[config.mk]
export PLATFORM = sky130hd
export DESIGN_NAME = periodic_timer
export DESIGN_NICKNAME = d
export VERILOG_FILES = /design/src/ptimer_pkg.sv /design/src/periodic_timer.sv
export SDC_FILE = /design/constraint.sdc
export NUM_CORES = 1
export LEC_CHECK = 0
export BUFFER_PORTS_ARGS = -buffer_cell sky130_fd_sc_hd__buf_2
export CAP_MARGIN = 20
export CORE_ASPECT_RATIO = 1.75
export CORE_MARGIN = 5
export CORE_UTILIZATION = 40
export DETAILED_ROUTE_END_ITERATION = 10
export GPL_ROUTABILITY_DRIVEN = 1
export PLACE_DENSITY = 0.76
export SETUP_SLACK_MARGIN = 0.15
export SYNTH_ARGS = -nofsm -noshare
export SYNTH_HDL_FRONTEND = slang
export SYNTH_SLANG_ARGS = --single-unit
[constraint.sdc]
create_clock -name clk -period 2 [get_ports clk]
set_input_delay 0.1 -clock clk [delete_from_list [all_inputs] [get_ports clk]]
set_output_delay 0.1 -clock clk [all_outputs]
set_load 0.02 [all_outputs]
[src/ptimer_pkg.sv]
package ptimer_pkg;
  // Byte addresses of the register words
  localparam logic [7:0] CTRL0_OFS = 8'h00;
  localparam logic [7:0] CTRL1_OFS = 8'h04;
  localparam logic [7:0] CNT_LO_OFS = 8'h08;
  localparam logic [7:0] CNT_HI_OFS = 8'h0C;
  localparam logic [7:0] CMPA_LO_OFS = 8'h10;
  localparam logic [7:0] CMPA_HI_OFS = 8'h14;
  localparam logic [7:0] PER_LO_OFS = 8'h18;
  localparam logic [7:0] PER_HI_OFS = 8'h1C;
  localparam logic [7:0] FLAG_OFS = 8'h20;
  // Control zero fields
  localparam int PAUSE_BIT = 7;
  localparam int ON_BIT = 3;
  // Control one fields
  localparam int MODE_HI = 7;
  localparam int MODE_LO = 6;
  localparam int PINF_HI = 5;
  localparam int PINF_LO = 4;
  localparam int INIT_BIT = 3;
  localparam int INV_BIT = 2;
  localparam int CAPTS_BIT = 1;
  localparam int CCLR_BIT = 0;
  // Flag register fields, write one to clear
  localparam int FLAG_A_BIT = 0;
  localparam int FLAG_P_BIT = 1;
  // Reset value and default counter width
  localparam logic [7:0] CTRL_RST = 8'h00;
  localparam int DEF_WIDTH = 10;
  // Mode codes
  localparam logic [1:0] MODE_CMP = 2'b00;
  localparam logic [1:0] MODE_CAP = 2'b01;
  localparam logic [1:0] MODE_PWM = 2'b10;
  localparam logic [1:0] MODE_TC = 2'b11;
  // Pin function codes
  localparam logic [1:0] PINF_NONE = 2'b00;
  localparam logic [1:0] PINF_LOW = 2'b01;
  localparam logic [1:0] PINF_HIGH = 2'b10;
  localparam logic [1:0] PINF_TOG = 2'b11;
  // Bus responses
  localparam logic [1:0] RESP_OKAY = 2'b00;
  localparam logic [1:0] RESP_SLVERR = 2'b10;
endpackage

[src/periodic_timer.sv]
// The register addresses and the AXI4-Lite interface to the registers were left to the implementer.
`timescale 1ns/1ps
module periodic_timer #(
  parameter int W = ptimer_pkg::DEF_WIDTH
) (
  input wire logic clk,
  input wire logic arst_n,
  input wire logic tick,
  input wire logic [7:0] s_axi_awaddr,
  input wire logic s_axi_awvalid,
  output logic s_axi_awready,
  input wire logic [31:0] s_axi_wdata,
  input wire logic [3:0] s_axi_wstrb,
  input wire logic s_axi_wvalid,
  output logic s_axi_wready,
  output logic [1:0] s_axi_bresp,
  output logic s_axi_bvalid,
  input wire logic s_axi_bready,
  input wire logic [7:0] s_axi_araddr,
  input wire logic s_axi_arvalid,
  output logic s_axi_arready,
  output logic [31:0] s_axi_rdata,
  output logic [1:0] s_axi_rresp,
  output logic s_axi_rvalid,
  input wire logic s_axi_rready,
  output logic pin_out,
  output logic pin_oe,
  output logic compare_a_flag,
  output logic period_match_flag
);
  import ptimer_pkg::*;

  logic [7:0] ctrl0_r, ctrl1_r;
  logic [W-1:0] cnt_r, cmpa_r, per_r;
  logic on_prev_r, pin_lvl_r;
  logic flag_a_r, flag_p_r;
  logic [7:0] awaddr_r;
  logic [31:0] wdata_r;
  logic wstrb0_r;
  logic aw_got_r, w_got_r, bvalid_r, rvalid_r;
  logic [1:0] bresp_r, rresp_r;
  logic [31:0] rdata_r;

  // Decoded controls
  logic counter_on, counter_pause, clear_source_select;
  logic output_initial_level, output_invert;
  logic [1:0] mode, pin_function;
  assign counter_on = ctrl0_r[ON_BIT];
  assign counter_pause = ctrl0_r[PAUSE_BIT];
  assign mode = ctrl1_r[MODE_HI:MODE_LO];
  assign pin_function = ctrl1_r[PINF_HI:PINF_LO];
  assign output_initial_level = ctrl1_r[INIT_BIT];
  assign output_invert = ctrl1_r[INV_BIT];
  assign clear_source_select = ctrl1_r[CCLR_BIT];

  // Counter events
  logic on_rise, run, cmp_like, is_pwm, at_max;
  logic match_a, match_p, clr, set_a, set_p;
  assign on_rise = counter_on & ~on_prev_r;
  assign run = counter_on & ~counter_pause & tick & ~on_rise;
  assign cmp_like = (mode == MODE_CMP) | (mode == MODE_TC);
  assign is_pwm = (mode == MODE_PWM);
  assign at_max = (cnt_r == {W{1'b1}});
  assign match_a = run & (cnt_r == cmpa_r);
  // Period zero means the period match falls on the overflow
  assign match_p = run & ((per_r == '0) ? at_max : (cnt_r == per_r));

  // Clear source per mode; wrap to zero at maximum is the overflow
  always_comb begin
    clr = 1'b0;
    set_a = 1'b0;
    set_p = 1'b0;
    if (cmp_like) begin
      if (clear_source_select) begin
        clr = match_a & (cmpa_r != '0);
      end else begin
        clr = match_p;
        set_p = match_p;
      end
      set_a = match_a & (cmpa_r != '0);
    end else if (is_pwm) begin
      clr = match_p;
      set_a = match_a;
      set_p = match_p;
    end else begin
      clr = match_p;
    end
  end

  // Running counter
  always_ff @(posedge clk or negedge arst_n) begin
    if (!arst_n) begin
      cnt_r <= '0;
      on_prev_r <= 1'b0;
    end else begin
      on_prev_r <= counter_on;
      if (on_rise) begin
        cnt_r <= '0;
      end else if (run) begin
        cnt_r <= clr ? '0 : cnt_r + 1'b1;
      end
    end
  end

  // Compare output level; period match never touches it
  always_ff @(posedge clk or negedge arst_n) begin
    if (!arst_n) begin
      pin_lvl_r <= 1'b0;
    end else if (on_rise) begin
      pin_lvl_r <= output_initial_level;
    end else if (set_a && mode == MODE_CMP) begin
      case (pin_function)
        PINF_LOW: pin_lvl_r <= 1'b0;
        PINF_HIGH: pin_lvl_r <= 1'b1;
        PINF_TOG: pin_lvl_r <= ~pin_lvl_r;
        default: pin_lvl_r <= pin_lvl_r;
      endcase
    end
  end

  // Waveform; compare A above period gives full duty
  logic pwm_act, pin_nxt, drive;
  assign pwm_act = (cnt_r < cmpa_r);
  assign drive = (mode == MODE_CMP) | is_pwm;
  always_comb begin
    pin_nxt = pin_lvl_r;
    if (is_pwm) begin
      case (pin_function)
        PINF_NONE: pin_nxt = ~output_initial_level;
        PINF_LOW: pin_nxt = output_initial_level;
        PINF_HIGH: pin_nxt = pwm_act ? output_initial_level : ~output_initial_level;
        default: pin_nxt = ~output_initial_level;
      endcase
    end
  end

  // Pin registers; idle in capture and timer/counter modes
  always_ff @(posedge clk or negedge arst_n) begin
    if (!arst_n) begin
      pin_out <= 1'b0;
      pin_oe <= 1'b0;
    end else begin
      pin_oe <= drive;
      pin_out <= drive ? pin_nxt ^ output_invert : 1'b0;
    end
  end

  // Bus write strobe
  logic wr_fire;
  logic [7:0] wbyte;
  assign wr_fire = aw_got_r & w_got_r & ~bvalid_r;
  assign wbyte = wdata_r[7:0];

  // Flags: a set in the clearing cycle wins
  always_ff @(posedge clk or negedge arst_n) begin
    if (!arst_n) begin
      flag_a_r <= 1'b0;
      flag_p_r <= 1'b0;
    end else begin
      if (set_a) begin
        flag_a_r <= 1'b1;
      end else if (wr_fire && wstrb0_r && awaddr_r == FLAG_OFS && wbyte[FLAG_A_BIT]) begin
        flag_a_r <= 1'b0;
      end
      if (set_p) begin
        flag_p_r <= 1'b1;
      end else if (wr_fire && wstrb0_r && awaddr_r == FLAG_OFS && wbyte[FLAG_P_BIT]) begin
        flag_p_r <= 1'b0;
      end
    end
  end
  assign compare_a_flag = flag_a_r;
  assign period_match_flag = flag_p_r;

  // Software registers; only byte lane 0 carries data
  always_ff @(posedge clk or negedge arst_n) begin
    if (!arst_n) begin
      ctrl0_r <= CTRL_RST;
      ctrl1_r <= CTRL_RST;
      cmpa_r <= '0;
      per_r <= '0;
    end else if (wr_fire && wstrb0_r) begin
      if (awaddr_r == CTRL0_OFS) begin
        ctrl0_r <= {wbyte[PAUSE_BIT], 3'b000, wbyte[ON_BIT], 3'b000};
      end else if (awaddr_r == CTRL1_OFS) begin
        ctrl1_r <= wbyte;
      end else if (awaddr_r == CMPA_LO_OFS) begin
        cmpa_r[7:0] <= wbyte;
      end else if (awaddr_r == CMPA_HI_OFS) begin
        cmpa_r[W-1:8] <= wdata_r[W-9:0];
      end else if (awaddr_r == PER_LO_OFS) begin
        per_r[7:0] <= wbyte;
      end else if (awaddr_r == PER_HI_OFS) begin
        per_r[W-1:8] <= wdata_r[W-9:0];
      end
    end
  end

  // Address map check shared by both channels
  function automatic logic mapped(input logic [7:0] a);
    return (a[1:0] == 2'b00) && (a <= FLAG_OFS);
  endfunction

  // Write channels taken in either order
  always_ff @(posedge clk or negedge arst_n) begin
    if (!arst_n) begin
      aw_got_r <= 1'b0;
      w_got_r <= 1'b0;
      awaddr_r <= 8'h00;
      wdata_r <= 32'h0000_0000;
      wstrb0_r <= 1'b0;
      bvalid_r <= 1'b0;
      bresp_r <= RESP_OKAY;
    end else begin
      if (s_axi_awvalid && s_axi_awready) begin
        aw_got_r <= 1'b1;
        awaddr_r <= s_axi_awaddr;
      end
      if (s_axi_wvalid && s_axi_wready) begin
        w_got_r <= 1'b1;
        wdata_r <= s_axi_wdata;
        wstrb0_r <= s_axi_wstrb[0];
      end
      if (wr_fire) begin
        aw_got_r <= 1'b0;
        w_got_r <= 1'b0;
        bvalid_r <= 1'b1;
        bresp_r <= mapped(awaddr_r) ? RESP_OKAY : RESP_SLVERR;
      end else if (bvalid_r && s_axi_bready) begin
        bvalid_r <= 1'b0;
      end
    end
  end
  assign s_axi_awready = ~aw_got_r & ~bvalid_r;
  assign s_axi_wready = ~w_got_r & ~bvalid_r;
  assign s_axi_bvalid = bvalid_r;
  assign s_axi_bresp = bresp_r;

  // Zero-extended views; narrow builds read zero above bit W-1
  logic [15:0] cnt16, cmpa16, per16;
  assign cnt16 = 16'(cnt_r);
  assign cmpa16 = 16'(cmpa_r);
  assign per16 = 16'(per_r);

  // Read channel, one cycle to answer
  logic [7:0] rbyte;
  always_comb begin
    rbyte = 8'h00;
    if (s_axi_araddr == CTRL0_OFS) begin
      rbyte = ctrl0_r;
    end else if (s_axi_araddr == CTRL1_OFS) begin
      rbyte = ctrl1_r;
    end else if (s_axi_araddr == CNT_LO_OFS) begin
      rbyte = cnt16[7:0];
    end else if (s_axi_araddr == CNT_HI_OFS) begin
      rbyte = cnt16[15:8];
    end else if (s_axi_araddr == CMPA_LO_OFS) begin
      rbyte = cmpa16[7:0];
    end else if (s_axi_araddr == CMPA_HI_OFS) begin
      rbyte = cmpa16[15:8];
    end else if (s_axi_araddr == PER_LO_OFS) begin
      rbyte = per16[7:0];
    end else if (s_axi_araddr == PER_HI_OFS) begin
      rbyte = per16[15:8];
    end else if (s_axi_araddr == FLAG_OFS) begin
      rbyte = {6'b00_0000, flag_p_r, flag_a_r};
    end
  end

  always_ff @(posedge clk or negedge arst_n) begin
    if (!arst_n) begin
      rvalid_r <= 1'b0;
      rdata_r <= 32'h0000_0000;
      rresp_r <= RESP_OKAY;
    end else if (s_axi_arvalid && s_axi_arready) begin
      rvalid_r <= 1'b1;
      rdata_r <= {24'h00_0000, rbyte};
      rresp_r <= mapped(s_axi_araddr) ? RESP_OKAY : RESP_SLVERR;
    end else if (rvalid_r && s_axi_rready) begin
      rvalid_r <= 1'b0;
    end
  end
  assign s_axi_arready = ~rvalid_r;
  assign s_axi_rvalid = rvalid_r;
  assign s_axi_rdata = rdata_r;
  assign s_axi_rresp = rresp_r;
endmodule // periodic_timer

== After elaboration in Yosys (flattened, before gate mapping) ==
Index checks and enable logic that the tools add are counted.

* Add/sub/neg operators: 1
* $mul: 0
* Div/mod/pow operators: 0
* $lt $le $gt $ge: 3
* Equality and inequality tests: 22
* Shift-type cells: 0
* Multiplexer cells: 41
* Bitwise logic cells: 28
* Reduce and logical (&&, ||, !) cells: 35

{| class="wikitable"
|+ Operator list
! operator !! number
|-
| 8-bit by 5-bit equality test with 1-bit output (second input constant) || 8
|-
| 8-bit 2-to-1 mux || 7
|-
| 10-bit 2-to-1 mux || 3
|-
| 1-bit 2-to-1 mux || 25
|-
| 10-bit equality test || 2
|-
| 8-bit by 3-bit equality test with 1-bit output (second input constant) || 2
|-
| 8-bit by 4-bit equality test with 1-bit output (second input constant) || 2
|-
| 8-bit by 6-bit equality test with 1-bit output (second input constant) || 2
|-
| 8-bit by 6-bit less-or-equal comparator with 1-bit output (second input constant) || 2
|-
| 8-bit logical NOT || 2
|-
| 2-bit nonzero test || 8
|-
| 1-bit NOT || 14
|-
| 1-bit logical AND || 12
|-
| 1-bit bitwise AND || 11
|-
| 10-bit by 1-bit adder with 10-bit output (second input constant) || 1
|-
| 10-bit equality test (second input constant) || 1
|-
| 10-bit logical NOT || 1
|-
| 10-bit < comparator || 1
|-
| 10-bit nonzero test || 1
|-
| 2-bit equality test (second input constant) || 4
|-
| 2-bit 2-to-1 mux || 4
|-
| 7-bit AND reduction || 1
|-
| 2-bit logical NOT || 3
|-
| 6-bit AND reduction || 1
|-
| other kinds (10) || 12
|}

* Register bits after elaboration: 79
* Bits in latches: 0
* RAM bits: 0
* Memory bits (read-only): 0
* Bits of input ports: 60
* Output and inout port bits: 45
* Word-level logic and storage cells: 153
* Memories kept: 0

== Logic depth before layout (Yosys ltp) ==
Gate-level depths: netlist of run 1.

* Depth in word-level cells: 11
* Depth in mapped cells: 9
* Mapped depth without buffers: 8

== Least setup slack after synthesis of run 1 ==
OpenSTA, ideal clock, no wires.

* Path type: flip-flop to flip-flop
* Start point: register cnt_r[3]
* End point: register pin_out
* Library setup time: 0.079 ns
* Arrival: 2.018 ns
* Data required time: 1.921 ns
* Setup slack: -0.097 ns
* Stages on the path, launching flop included: 8
* Buffers on the path: 0
* Period minus slack after synthesis: 2.097 ns
* Path through: dfrtp_1 > ha_1 > a21oi_1 > o21ai_0 > a2111oi_0 > mux2_2 > o22ai_1 > mux2i_1

* Word-level cells in the longest chain between the ends: 6

{| class="wikitable"
|+ RTL lines
! what !! line !! text
|-
| start: declaration || periodic_timer.sv:34 || <nowiki>logic [W-1:0] cnt_r, cmpa_r, per_r;</nowiki>
|-
| start signal: assignment || periodic_timer.sv:100 || <nowiki>cnt_r <= clr ? '0 : cnt_r + 1'b1;</nowiki>
|-
| 10-bit < comparator || periodic_timer.sv:123 || <nowiki>assign pwm_act = (cnt_r < cmpa_r);</nowiki>
|-
| 1-bit 2-to-1 mux || periodic_timer.sv:131 || <nowiki>PINF_HIGH: pin_nxt = pwm_act ? output_initial_level : ~output_initial_level;</nowiki>
|-
| 1-bit case mux with 2 select lines || periodic_timer.sv:128 || <nowiki>case (pin_function)</nowiki>
|-
| 1-bit 2-to-1 mux || periodic_timer.sv:127 || <nowiki>if (is_pwm) begin</nowiki>
|-
| 1-bit bitwise XOR || periodic_timer.sv:144 || <nowiki>pin_out <= drive ? pin_nxt ^ output_invert : 1'b0;</nowiki>
|-
| 1-bit 2-to-1 mux || periodic_timer.sv:144 ||
|-
| end signal: assignment || periodic_timer.sv:144 ||
|-
| end: declaration || periodic_timer.sv:26 || <nowiki>output logic pin_out,</nowiki>
|}

Every way passes these cells.
A chain may end at the register's enable or synchronous reset.

== Final worst setup path of run 1 ==
* Start point: register cnt_r[7]
* End point: register pin_lvl_r

* Word-level cells in the longest chain between the ends: 7
* Elaborated cells between the ends (all ways): 8
* Classes of those cells: 1 x eq/ne; 2 x mux; 2 x bitwise; 3 x reduce/logical

{| class="wikitable"
|+ RTL lines
! what !! line !! text
|-
| 10-bit equality test * || periodic_timer.sv:64 || <nowiki>assign match_a = run & (cnt_r == cmpa_r);</nowiki>
|-
| 1-bit bitwise AND * || periodic_timer.sv:64 ||
|-
| 1-bit 2-to-1 mux / 1-bit bitwise AND (equally long branches) || periodic_timer.sv:81, periodic_timer.sv:80 ||
|-
| 1-bit 2-to-1 mux * || periodic_timer.sv:73 || <nowiki>if (cmp_like) begin</nowiki>
|-
| 1-bit logical AND * || periodic_timer.sv:111 || <nowiki>end else if (set_a && mode == MODE_CMP) begin</nowiki>
|-
| 2-bit nonzero test (no line) * || - ||
|-
| 2-bit AND reduction (no line) * || - ||
|-
| end signal: assignment || periodic_timer.sv:110 || <nowiki>pin_lvl_r <= output_initial_level;</nowiki>
|-
| end signal: assignment || periodic_timer.sv:115 || <nowiki>PINF_TOG: pin_lvl_r <= ~pin_lvl_r;</nowiki>
|-
| end signal: assignment || periodic_timer.sv:116 || <nowiki>default: pin_lvl_r <= pin_lvl_r;</nowiki>
|-
| end: declaration || periodic_timer.sv:35 || <nowiki>logic on_prev_r, pin_lvl_r;</nowiki>
|}

Every way passes the cells marked *; elsewhere a longest branch is shown, timed or not.

==> impl_metrics.ini, run 1 <==
[status]
status = complete, but fails checks
violations = setup timing

[global_route]
grtUsageMet1_pct = 21.85
use_met2_pct = 38.31
antenna_found_initial = 0
grt.total_usage_pct = 21.58
busiest_layer = met2
grt_max_degree = 36
grt_pass1_vias = 4233
gr-total-overflow = 0
grt_pass1_wl_mm = 21.63
use_met3_pct = 3.372

[cells_and_area]
nNetsFinal = 677
layoutNonFillerInstCount = 738
layout-drive-gt1-share_pct = 44.06
fin_area_sq_mm = 0.006411
n_antenna_cell = 0
syn_to_final_growth_pct = 44.58

[placement]
port_buffers = 51
hpwl_mm = 10.16
dp.cells = 681
place_congestion = 0.9721
place_ws_ns = -0.1675
dpl_cell_area_sq_mm = 0.005241

[floorplan]
start_util_pct = 40.40
die_width_microns = 89.59
core_area_sq_mm = 0.01098
row_count = 51
dieArea_sq_mm = 0.01337
io_pins = 105
dieHeight_microns = 149.3

[drt]
vias_per_cell = 5.699
antenna_left = 0
firstDrtPassIters = 9
wirelength_mm = 14.56
drc_errors = 0
via_count = 4206
wire_per_inst_microns = 19.73
drtIter0Drc = 397

[worst_setup_path]
crit_fanout = 3
endpoint = pin_lvl_r
crit_buf_inv = 2
start_kind = flip-flop
ff2ff_setup_slack_ns = -0.17
cp.depth = 9
cp_data_required_time_ns = 2.24
critPathLaunch = cnt_r[7]
path_cells = ha_4, nand4_1, buf_4, nor3_4, buf_6, o211ai_1, o21ai_2, o31ai_4, mux2_4
r2r-start = cnt_r[7]
crit_arrival_ns = 2.41
timing.setup.critical_path_class = reg2reg
cpLargestDelayFamily = compound AO/OA/AOI/OAI gates
end_kind = flip-flop
r2r_end = pin_lvl_r
max_stage_delay_ns = 0.42
cpMaxStageDelayCell = dfrtp_1
r2r_cells = 9

[logic_synthesis]
synth_seq_area_share_pct = 43.45
synth_enable_flop_cells = 0
async_reset_ff_share_pct = 100.0
netlist_top_cells_area = dfrtp_1, mux2_2, ha_1, buf_4, nand2_1
post-synth-top-area-fraction_pct = 43.45
synth_largest_area_cell = dfrtp_1
synth.most_common_cell = dfrtp_1
ys_types = 55
syn_area_sq_mm = 0.004434
avgSynthCellArea_sq_um = 9.898
yosysWarningCount = 0
ys.flop_type = dfrtp_1
yosys-top-cells-count = dfrtp_1, mux2_2, nand2_1, inv_1, buf_4
netlist_instances = 448
ys_ff_latch = 77

[cts]
cts-root-buf = clkbuf_16
clk-insertion-delay-late_ns = 0.35
cts_buffers = 9
cts.sinks = 77
clk_path_buf_depth = 2
cts_tree = built
cts.reportedPaths.clkPinSlew_ns = 0.07
ctsHtreeMaxLevel = 3

[run]
cap_viol_max_count = 0

[timing]
clock_skew_ns = 0.009712
fin_ws_ns = -0.1674
rsz0062_at_grt = true
min_period_over_period_pct = 108.4
setup_viol_count_final = 11
fmax_ghz = 0.4614
fin_tns_setup_ns = -0.6385
hold_violations = 0
relSlewSlack_pct = 60.61
tightest_slew_ns = 0.5895
slew_viol_final = 0
finalCriticalPeriod_ns = 2.167

[power_and_ir_drop]
powerDensity_mw_per_mm2 = 994.6
p_leak_uw = 0.002924
vdd_drop_max_uv = 749.6

[min_path]
min_path_type = in2reg
## power breakdown
group / switching (uW) / total, uW / internal, uW
combinational: 1170 / 2350 / 1170
clock: 707 / 1690 / 983
sequential: 435 / 2340 / 1900
total: 2320 / 6380 / 4060
## layout make-up
class,count,area (sq um)
Clock buffer,9,225.2
Timing Repair Buffer,157,1181
Inverter,32,120.1
Clock inverter,7,81.33
Tap cell,132,165.2
Fill cell,881,4564
Multi-Input combinational cell,324,2709
Sequential cell,77,1929
## flip-flops by register name, indices dropped and copies added, names as in the netlist, 2 cells and up
register	cells
wdata_r	8
cmpa_r	10
ctrl1_r	8
s_axi_rdata	8
ctrl0_r	2
cnt_r	10
per_r	10
awaddr_r	8
## worst reg2reg max path: stages (launching register included)
cell and delay (ns):
dfrtp_1 0.42, ha_4 0.30, nand4_1 0.17, buf_4 0.19
nor3_4 0.16, buf_6 0.13, o211ai_1 0.15, o21ai_2 0.20
o31ai_4 0.09, mux2_4 0.26
## per-stage QoR
| step | total power (uW) | hold WS [ns] | util (%) |
|---|---|---|---|
| 5_1_grt | 6676 | 0.1312 | 58.41 |
| 4_1_cts | 6056 | 0.1145 | 55.22 |
| 2_1_floorplan | 3344 | -0.1956 | - |
| 3_3_place_gp | 4032 | 0.08053 | 47.75 |
| 3_5_place_dp | 4104 | 0.08460 | 47.75 |
| 6_report | 6376 | 0.1054 | 58.41 |
## how the worst min path moves through the flow
stage                       from  cells after the start    endpoint  slack (ns)
floorplan                 arst_n                      0    aw_got_r       -0.20
global placement          arst_n                      1  wdata_r[4]        0.08
detailed placement        arst_n                      1  wdata_r[4]        0.08
CTS                 s_axi_wvalid                      3     w_got_r        0.11
global route        s_axi_wvalid                      3     w_got_r        0.13
finish              s_axi_wvalid                      3     w_got_r        0.11
## cell usage in the layout, fill, tap and decap left out, drive strengths merged, types with 4 or more instances in the layout
master / n
nand2: 44
o21ai: 33
ha: 16
nor2: 15
inv: 35
nor3: 10
nor2b: 10
a222oi: 5
nor4: 8
nand4: 9
conb: 26
dfrtp: 77
o22ai: 7
dlygate4sd3: 20
buf: 137
a21oi: 12
clkbuf: 9
nand2b: 5
a31oi: 10
nand3: 13
o31ai: 4
mux2: 47
and3: 4
## metal layers
layer	up-vias	share of wire (%)
li1	1875	-
met4	0	7.9
met1	1992	32
met3	90	6.3
met5	-	0
met2	249	54
## timing repair
item | CTS | global route
resized for setup | 58 | 49
endpoints found under the hold margin | 51 | 0
buffers inserted | 7 | 12
hold buffers | 20 | 0
setup endpoints to repair | 41 | 34
pin swaps | 26 | 24
gates cloned | 2 | 0
## cell families (layout without fill, tap and decap cells)
group | after synthesis | in the layout | synth area share (%)
simple gates | 136 | 136 | 16.39
xor+xnor | 2 | 2 | 0.3951
mux | 50 | 50 | 12.61
buf+inv | 72 | 205 | 8.719
other cells | 1 | 26 | 0.08457
compound gates | 94 | 94 | 13.83
fa+ha+maj | 16 | 16 | 4.515
flops | 77 | 77 | 43.45
(Power assumes the default switching activity.)
==> run 2: changes to the inputs <==
Settings changed: REMOVE_ABC_BUFFERS set to 1, SLEW_MARGIN set to 20, TNS_END_PERCENT set to 5.
==> run 2 against run 1 <==
  * The flow still finishes with violations (setup timing)
  * Cell count fell by 3.3%
  * Utilization is 4.8 points lower
  * Via count shrank 2.8%
  * Die area unchanged
  * Sequential cell count unchanged
  * Non-clock buffer count is 24 lower
  * Global-route usage shrank 0.070 points
  * Worst setup slack improved by 0.025 ns
  * Sequential power hardly changed
==> impl_metrics.ini, run 2 (same netlist as run 1, synthesis figures left out) <==
[cts]
cts.reportedPaths.clkPinSlew_ns = 0.07
cts_buffers = 9
cts-root-buf = clkbuf_16
clk-insertion-delay-late_ns = 0.35
ctsHtreeMaxLevel = 3
cts_tree = built
cts.sinks = 77
clk_path_buf_depth = 2

[timing]
fmax_ghz = 0.4667
min_period_over_period_pct = 107.1
hold_violations = 0
finalCriticalPeriod_ns = 2.143
fin_ws_ns = -0.1427
tightest_slew_ns = 0.5625
slew_viol_final = 0
fin_tns_setup_ns = -0.5770
setup_viol_count_final = 12
clock_skew_ns = 0.006413
relSlewSlack_pct = 62.41
rsz0062_at_grt = true

[cells_and_area]
nNetsFinal = 653
layout-drive-gt1-share_pct = 38.83
syn_to_final_growth_pct = 32.67
n_antenna_cell = 0
final_cell_mix = dfrtp_1, buf_4, buf_2
layout_commonest_cell = dfrtp_1
fin_area_sq_mm = 0.005883
top_regs = cmpa_r (10), cnt_r (10), per_r (10)
n_fill_cell = 943

[floorplan]
die_width_microns = 89.59
dieArea_sq_mm = 0.01337
row_count = 51
core_area_sq_mm = 0.01098
io_pins = 105
dieHeight_microns = 149.3
start_util_pct = 40.40

[worst_setup_path]
max_stage_delay_ns = 0.40
crit_fanout = 3
timing.setup.critical_path_class = reg2reg
r2r_cells = 9
path_cells = inv_2, ha_4, a21oi_2, o21ai_2, a2111oi_4, buf_4, mux2_4, o22ai_2, mux2i_1
crit_arrival_ns = 2.42
start_kind = flip-flop
end_kind = flip-flop
cp_data_required_time_ns = 2.27
cpMaxStageDelayCell = dfrtp_1

[drt]
wirelength_mm = 14.06
wire_per_inst_microns = 19.69
vias_per_cell = 5.727
drc_errors = 0
via_count = 4089
antenna_left = 0
drtIter0Drc = 383
firstDrtPassIters = 8

[global_route]
grt_pass1_wl_mm = 21.20
grt_pass1_vias = 4011
grt_max_degree = 41
gr-total-overflow = 0
grt.total_usage_pct = 21.51
antenna_found_initial = 0

[power_and_ir_drop]
powerDensity_mw_per_mm2 = 1030
vdd_drop_max_uv = 628.9
combPwrFrac_pct = 34.8
power_uw = 6057
p_seq_share_pct = 38.7
power_switching_uw = 2255
p_leak_uw = 0.002721
intPower_uw = 3802
p_clk_share_pct = 26.5
swShare_pct = 37.22

[status]
status = complete, but fails checks
violations = setup timing

[placement]
dpl_cell_area_sq_mm = 0.005157
place_congestion = 0.9449
hpwl_mm = 10.54
port_buffers = 51

[run]
cap_viol_max_count = 0

[min_path]
min_path_type = in2reg
min_path_cells = 2
run 2: final cells by class:
type	count	area (sq um)	share of cell area [%]
clock buffers	9	225.2	3.828
clock inverters	7	65.06	1.106
inverters	32	120.1	2.042
multi-input cells	324	2455	41.73
flip-flops and latches	77	1929	32.79
well taps	132	165.2	2.807
repair buffers	133	923.4	15.70
run 2: worst max-delay path: cells and delay by family (launching register included):
family	cells	cell delay [ns]
compound gates	4	0.72
fa+ha+maj	1	0.21
mux	2	0.49
flops	1	0.40
buf+inv	2	0.26
run 2: per-layer routing:
metal	track usage, %	up-vias	part of all wire [%]
li1	-	1836	-
met1	21.95	1984	34
met2	39.33	202	55
met3	3.648	67	5.3
met4	12.30	0	6.1
met5	0	-	0
run 2: final timing paths:
kind | startpoint | to | slack [ns]
worst min-delay path | s_axi_wdata[0] | wdata_r[0] | 0.002
worst max register to register | cmpa_r[5] | pin_out | -0.14
min in group asynchronous | arst_n | cnt_r[1] | 0.27
worst max-delay path | cmpa_r[5] | pin_out | -0.14
worst min register to register | s_axi_rdata[0] | s_axi_rdata[0] | 0.47
max in group asynchronous | arst_n | per_r[7] | 1.10
run 2: what timing repair did:
action,CTS,global route
gates resized for setup,26,30
pin swaps,10,6
setup buffers,1,1
hold buffers,17,0
endpoints found under the hold margin,53,0
endpoints found under the setup margin,36,39
run 2: power groups by stage:
stage	clock network, uW	logic, uW	registers, uW
finish	1600	2110	2350
global route	1690	2250	2380
CTS	1620	1910	2310
detailed placement	0	1770	2330
global placement	0	1720	2300
floorplan	0	989	2250
run 2: stage by stage:
| step | utilization, % | worst slack [ns] | cells | hold slack, ns |
|---|---|---|---|---|
| floorplan | - | -0.1271 | 433 | -0.1956 |
| global placement | 46.99 | -0.2657 | 679 | 0.1057 |
| detailed placement | 46.99 | -0.3917 | 679 | 0.1042 |
| CTS | 52.31 | -0.1285 | 713 | 0.00002734 |
| global route | 53.60 | -0.2098 | 714 | 0.004903 |
| finish | 53.60 | -0.1427 | 714 | 0.001531 |
==> run 3: changes to the inputs <==
Settings changed: MAX_ROUTING_LAYER set to met4.
==> run 3 against run 2 <==
  * Wire length fell by 2.4%
  * Largest cell class unchanged
  * Sequential power barely moved
  * Final area rose by 0.83%
  * Maximum frequency rose by 0.48%
  * Worst setup slack improved by 0.010 ns
  * Largest power group unchanged
  * Die area did not move
  * Via count fell by 0.93%
  * Sequential cell count did not move
  * The run still ends with setup timing left
  * First-iteration DRC count fell by 22%
  * Critical path depth fell by 1
==> impl_metrics.ini, run 3 (same netlist as run 1, synthesis figures left out) <==
[worst_setup_path]
ff2ff_setup_slack_ns = -0.13
path_cells = ha_1, a21oi_1, o21ai_1, a2111oi_2, buf_4, mux2_4, o22ai_2, mux2i_1
crit_fanout = 2
cp_data_required_time_ns = 2.27
cp.depth = 8
endpoint = pin_out
start_kind = flip-flop
r2r-start = cnt_r[3]
cpMaxStageDelayCell = dfrtp_1
r2r_cells = 8
crit_buf_inv = 1
max_stage_delay_ns = 0.38
end_kind = flip-flop
critPathLaunch = cnt_r[3]
cpLargestDelayFamily = compound AO/OA/AOI/OAI gates
timing.setup.critical_path_class = reg2reg
r2r_end = pin_out
crit_arrival_ns = 2.40

[cells_and_area]
nNetsFinal = 653
final_cell_mix = dfrtp_1, buf_4, buf_2
layoutNonFillerInstCount = 714
syn_to_final_growth_pct = 33.78
top_regs = cmpa_r (10), cnt_r (10), per_r (10)
layout_commonest_cell = dfrtp_1
layout-drive-gt1-share_pct = 37.80
n_antenna_cell = 0
utilization_pct = 54.05

[floorplan]
dieArea_sq_mm = 0.01337
die_width_microns = 89.59
row_count = 51
start_util_pct = 40.40
io_pins = 105
core_area_sq_mm = 0.01098
dieHeight_microns = 149.3

[cts]
cts.sinks = 77
cts_buffers = 9
cts.reportedPaths.clkPinSlew_ns = 0.07
clk-insertion-delay-late_ns = 0.35
ctsHtreeMaxLevel = 3
cts-root-buf = clkbuf_16
clk_path_buf_depth = 2
cts_tree = built

[timing]
fmax_ghz = 0.4690
relSlewSlack_pct = 63.62
fin_ws_ns = -0.1324
min_period_over_period_pct = 106.6
clock_skew_ns = 0.01335
setup_viol_count_final = 5
rsz0062_at_grt = true
tightest_slew_ns = 0.5443
hold_violations = 0
finalCriticalPeriod_ns = 2.132
slew_viol_final = 0

[placement]
place_congestion = 1.023
hpwl_mm = 10.41
port_buffers = 51
dp.cells = 677
place_ws_ns = -0.3267

[global_route]
antenna_found_initial = 0
gr-total-overflow = 0
grt_pass1_wl_mm = 21.00
grt_max_degree = 42
grt.total_usage_pct = 21.79
grt_pass1_vias = 4012

[drt]
antenna_left = 0
m1WireLength_mm = 4.443
dr_wl_met3_microns = 758
drc_errors = 0
vias_per_cell = 5.674
wirelength_mm = 13.73
firstDrtPassIters = 5
wire_per_inst_microns = 19.23
via_count = 4051
top_layer = met4
drtIter0Drc = 299
wl_met2_mm = 7.408

[min_path]
min_path_type = in2reg

[power_and_ir_drop]
p_leak_uw = 0.002756
vdd_drop_max_uv = 552.2
power_uw = 5999
powerDensity_mw_per_mm2 = 1011

[status]
violations = setup timing
status = complete, but fails checks

[run]
cap_viol_max_count = 0
-- run 3: cell type report --
| class | count | area [sq um] |
|---|---|---|
| fill | 934 | 5044 |
| sequential | 77 | 1928 |
| clock buffer | 9 | 225.2 |
| tap | 132 | 165.2 |
| inverter | 32 | 120.1 |
| timing repair buffer | 133 | 958.4 |
| multi-input combinational | 324 | 2462 |
| clock inverter | 7 | 72.57 |
-- run 3: worst min-delay path by stage --
stage,start,depth (start not counted),slack [ns],to
after detailed placement,arst_n,1,0.11,cnt_r[0]
after floorplan,arst_n,0,-0.20,aw_got_r
after global routing,s_axi_awaddr[1],2,0.006,awaddr_r[1]
after global placement,arst_n,1,0.1,cnt_r[0]
after CTS,s_axi_wdata[4],2,0.002,wdata_r[4]
final,s_axi_wdata[4],2,0.004,wdata_r[4]
-- run 3: worst register-to-register path, delay by kind of cell (launching register included) --
family,cells,cell delay (ns)
AOI/OAI and AO/OA,4,0.69
adders and majority gates,1,0.31
buffers and inverters,1,0.19
DFF,1,0.38
muxes,2,0.51
-- run 3: what timing repair did --
action                                  CTS  global route
endpoints found under the hold margin    53             0
cloned                                    0             1
endpoints found under the setup margin   38            39
buffers inserted                          1             1
pin swaps                                 4            12
hold buffers                             18             0
gates resized for setup                  19            41
-- run 3: per-stage QoR --
stage	TNS (ns)	instance area, sq um	hold WS, ns
2_1_floorplan	-0.1271	4262	-0.1956
3_3_place_gp	-1.561	5167	0.09806
3_5_place_dp	-1.894	5167	0.1129
4_1_cts	-0.5386	5732	0.001711
5_1_grt	-1.615	5932	0.006214
6_report	-0.4215	5932	0.004392
-- run 3: per-layer routing --
metal / global-route usage, % / up-vias
met5: - / -
met4: 16.69 / 0
met3: 2.543 / 83
met2: 36.77 / 206
met1: 22.07 / 1933
li1: - / 1829
-- run 3: power breakdown --
| group | internal, uW | switching (uW) | total (uW) |
|---|---|---|---|
| Clock | 881 | 725 | 1610 |
| Sequential | 1900 | 419 | 2320 |
| Combinational | 1010 | 1070 | 2070 |
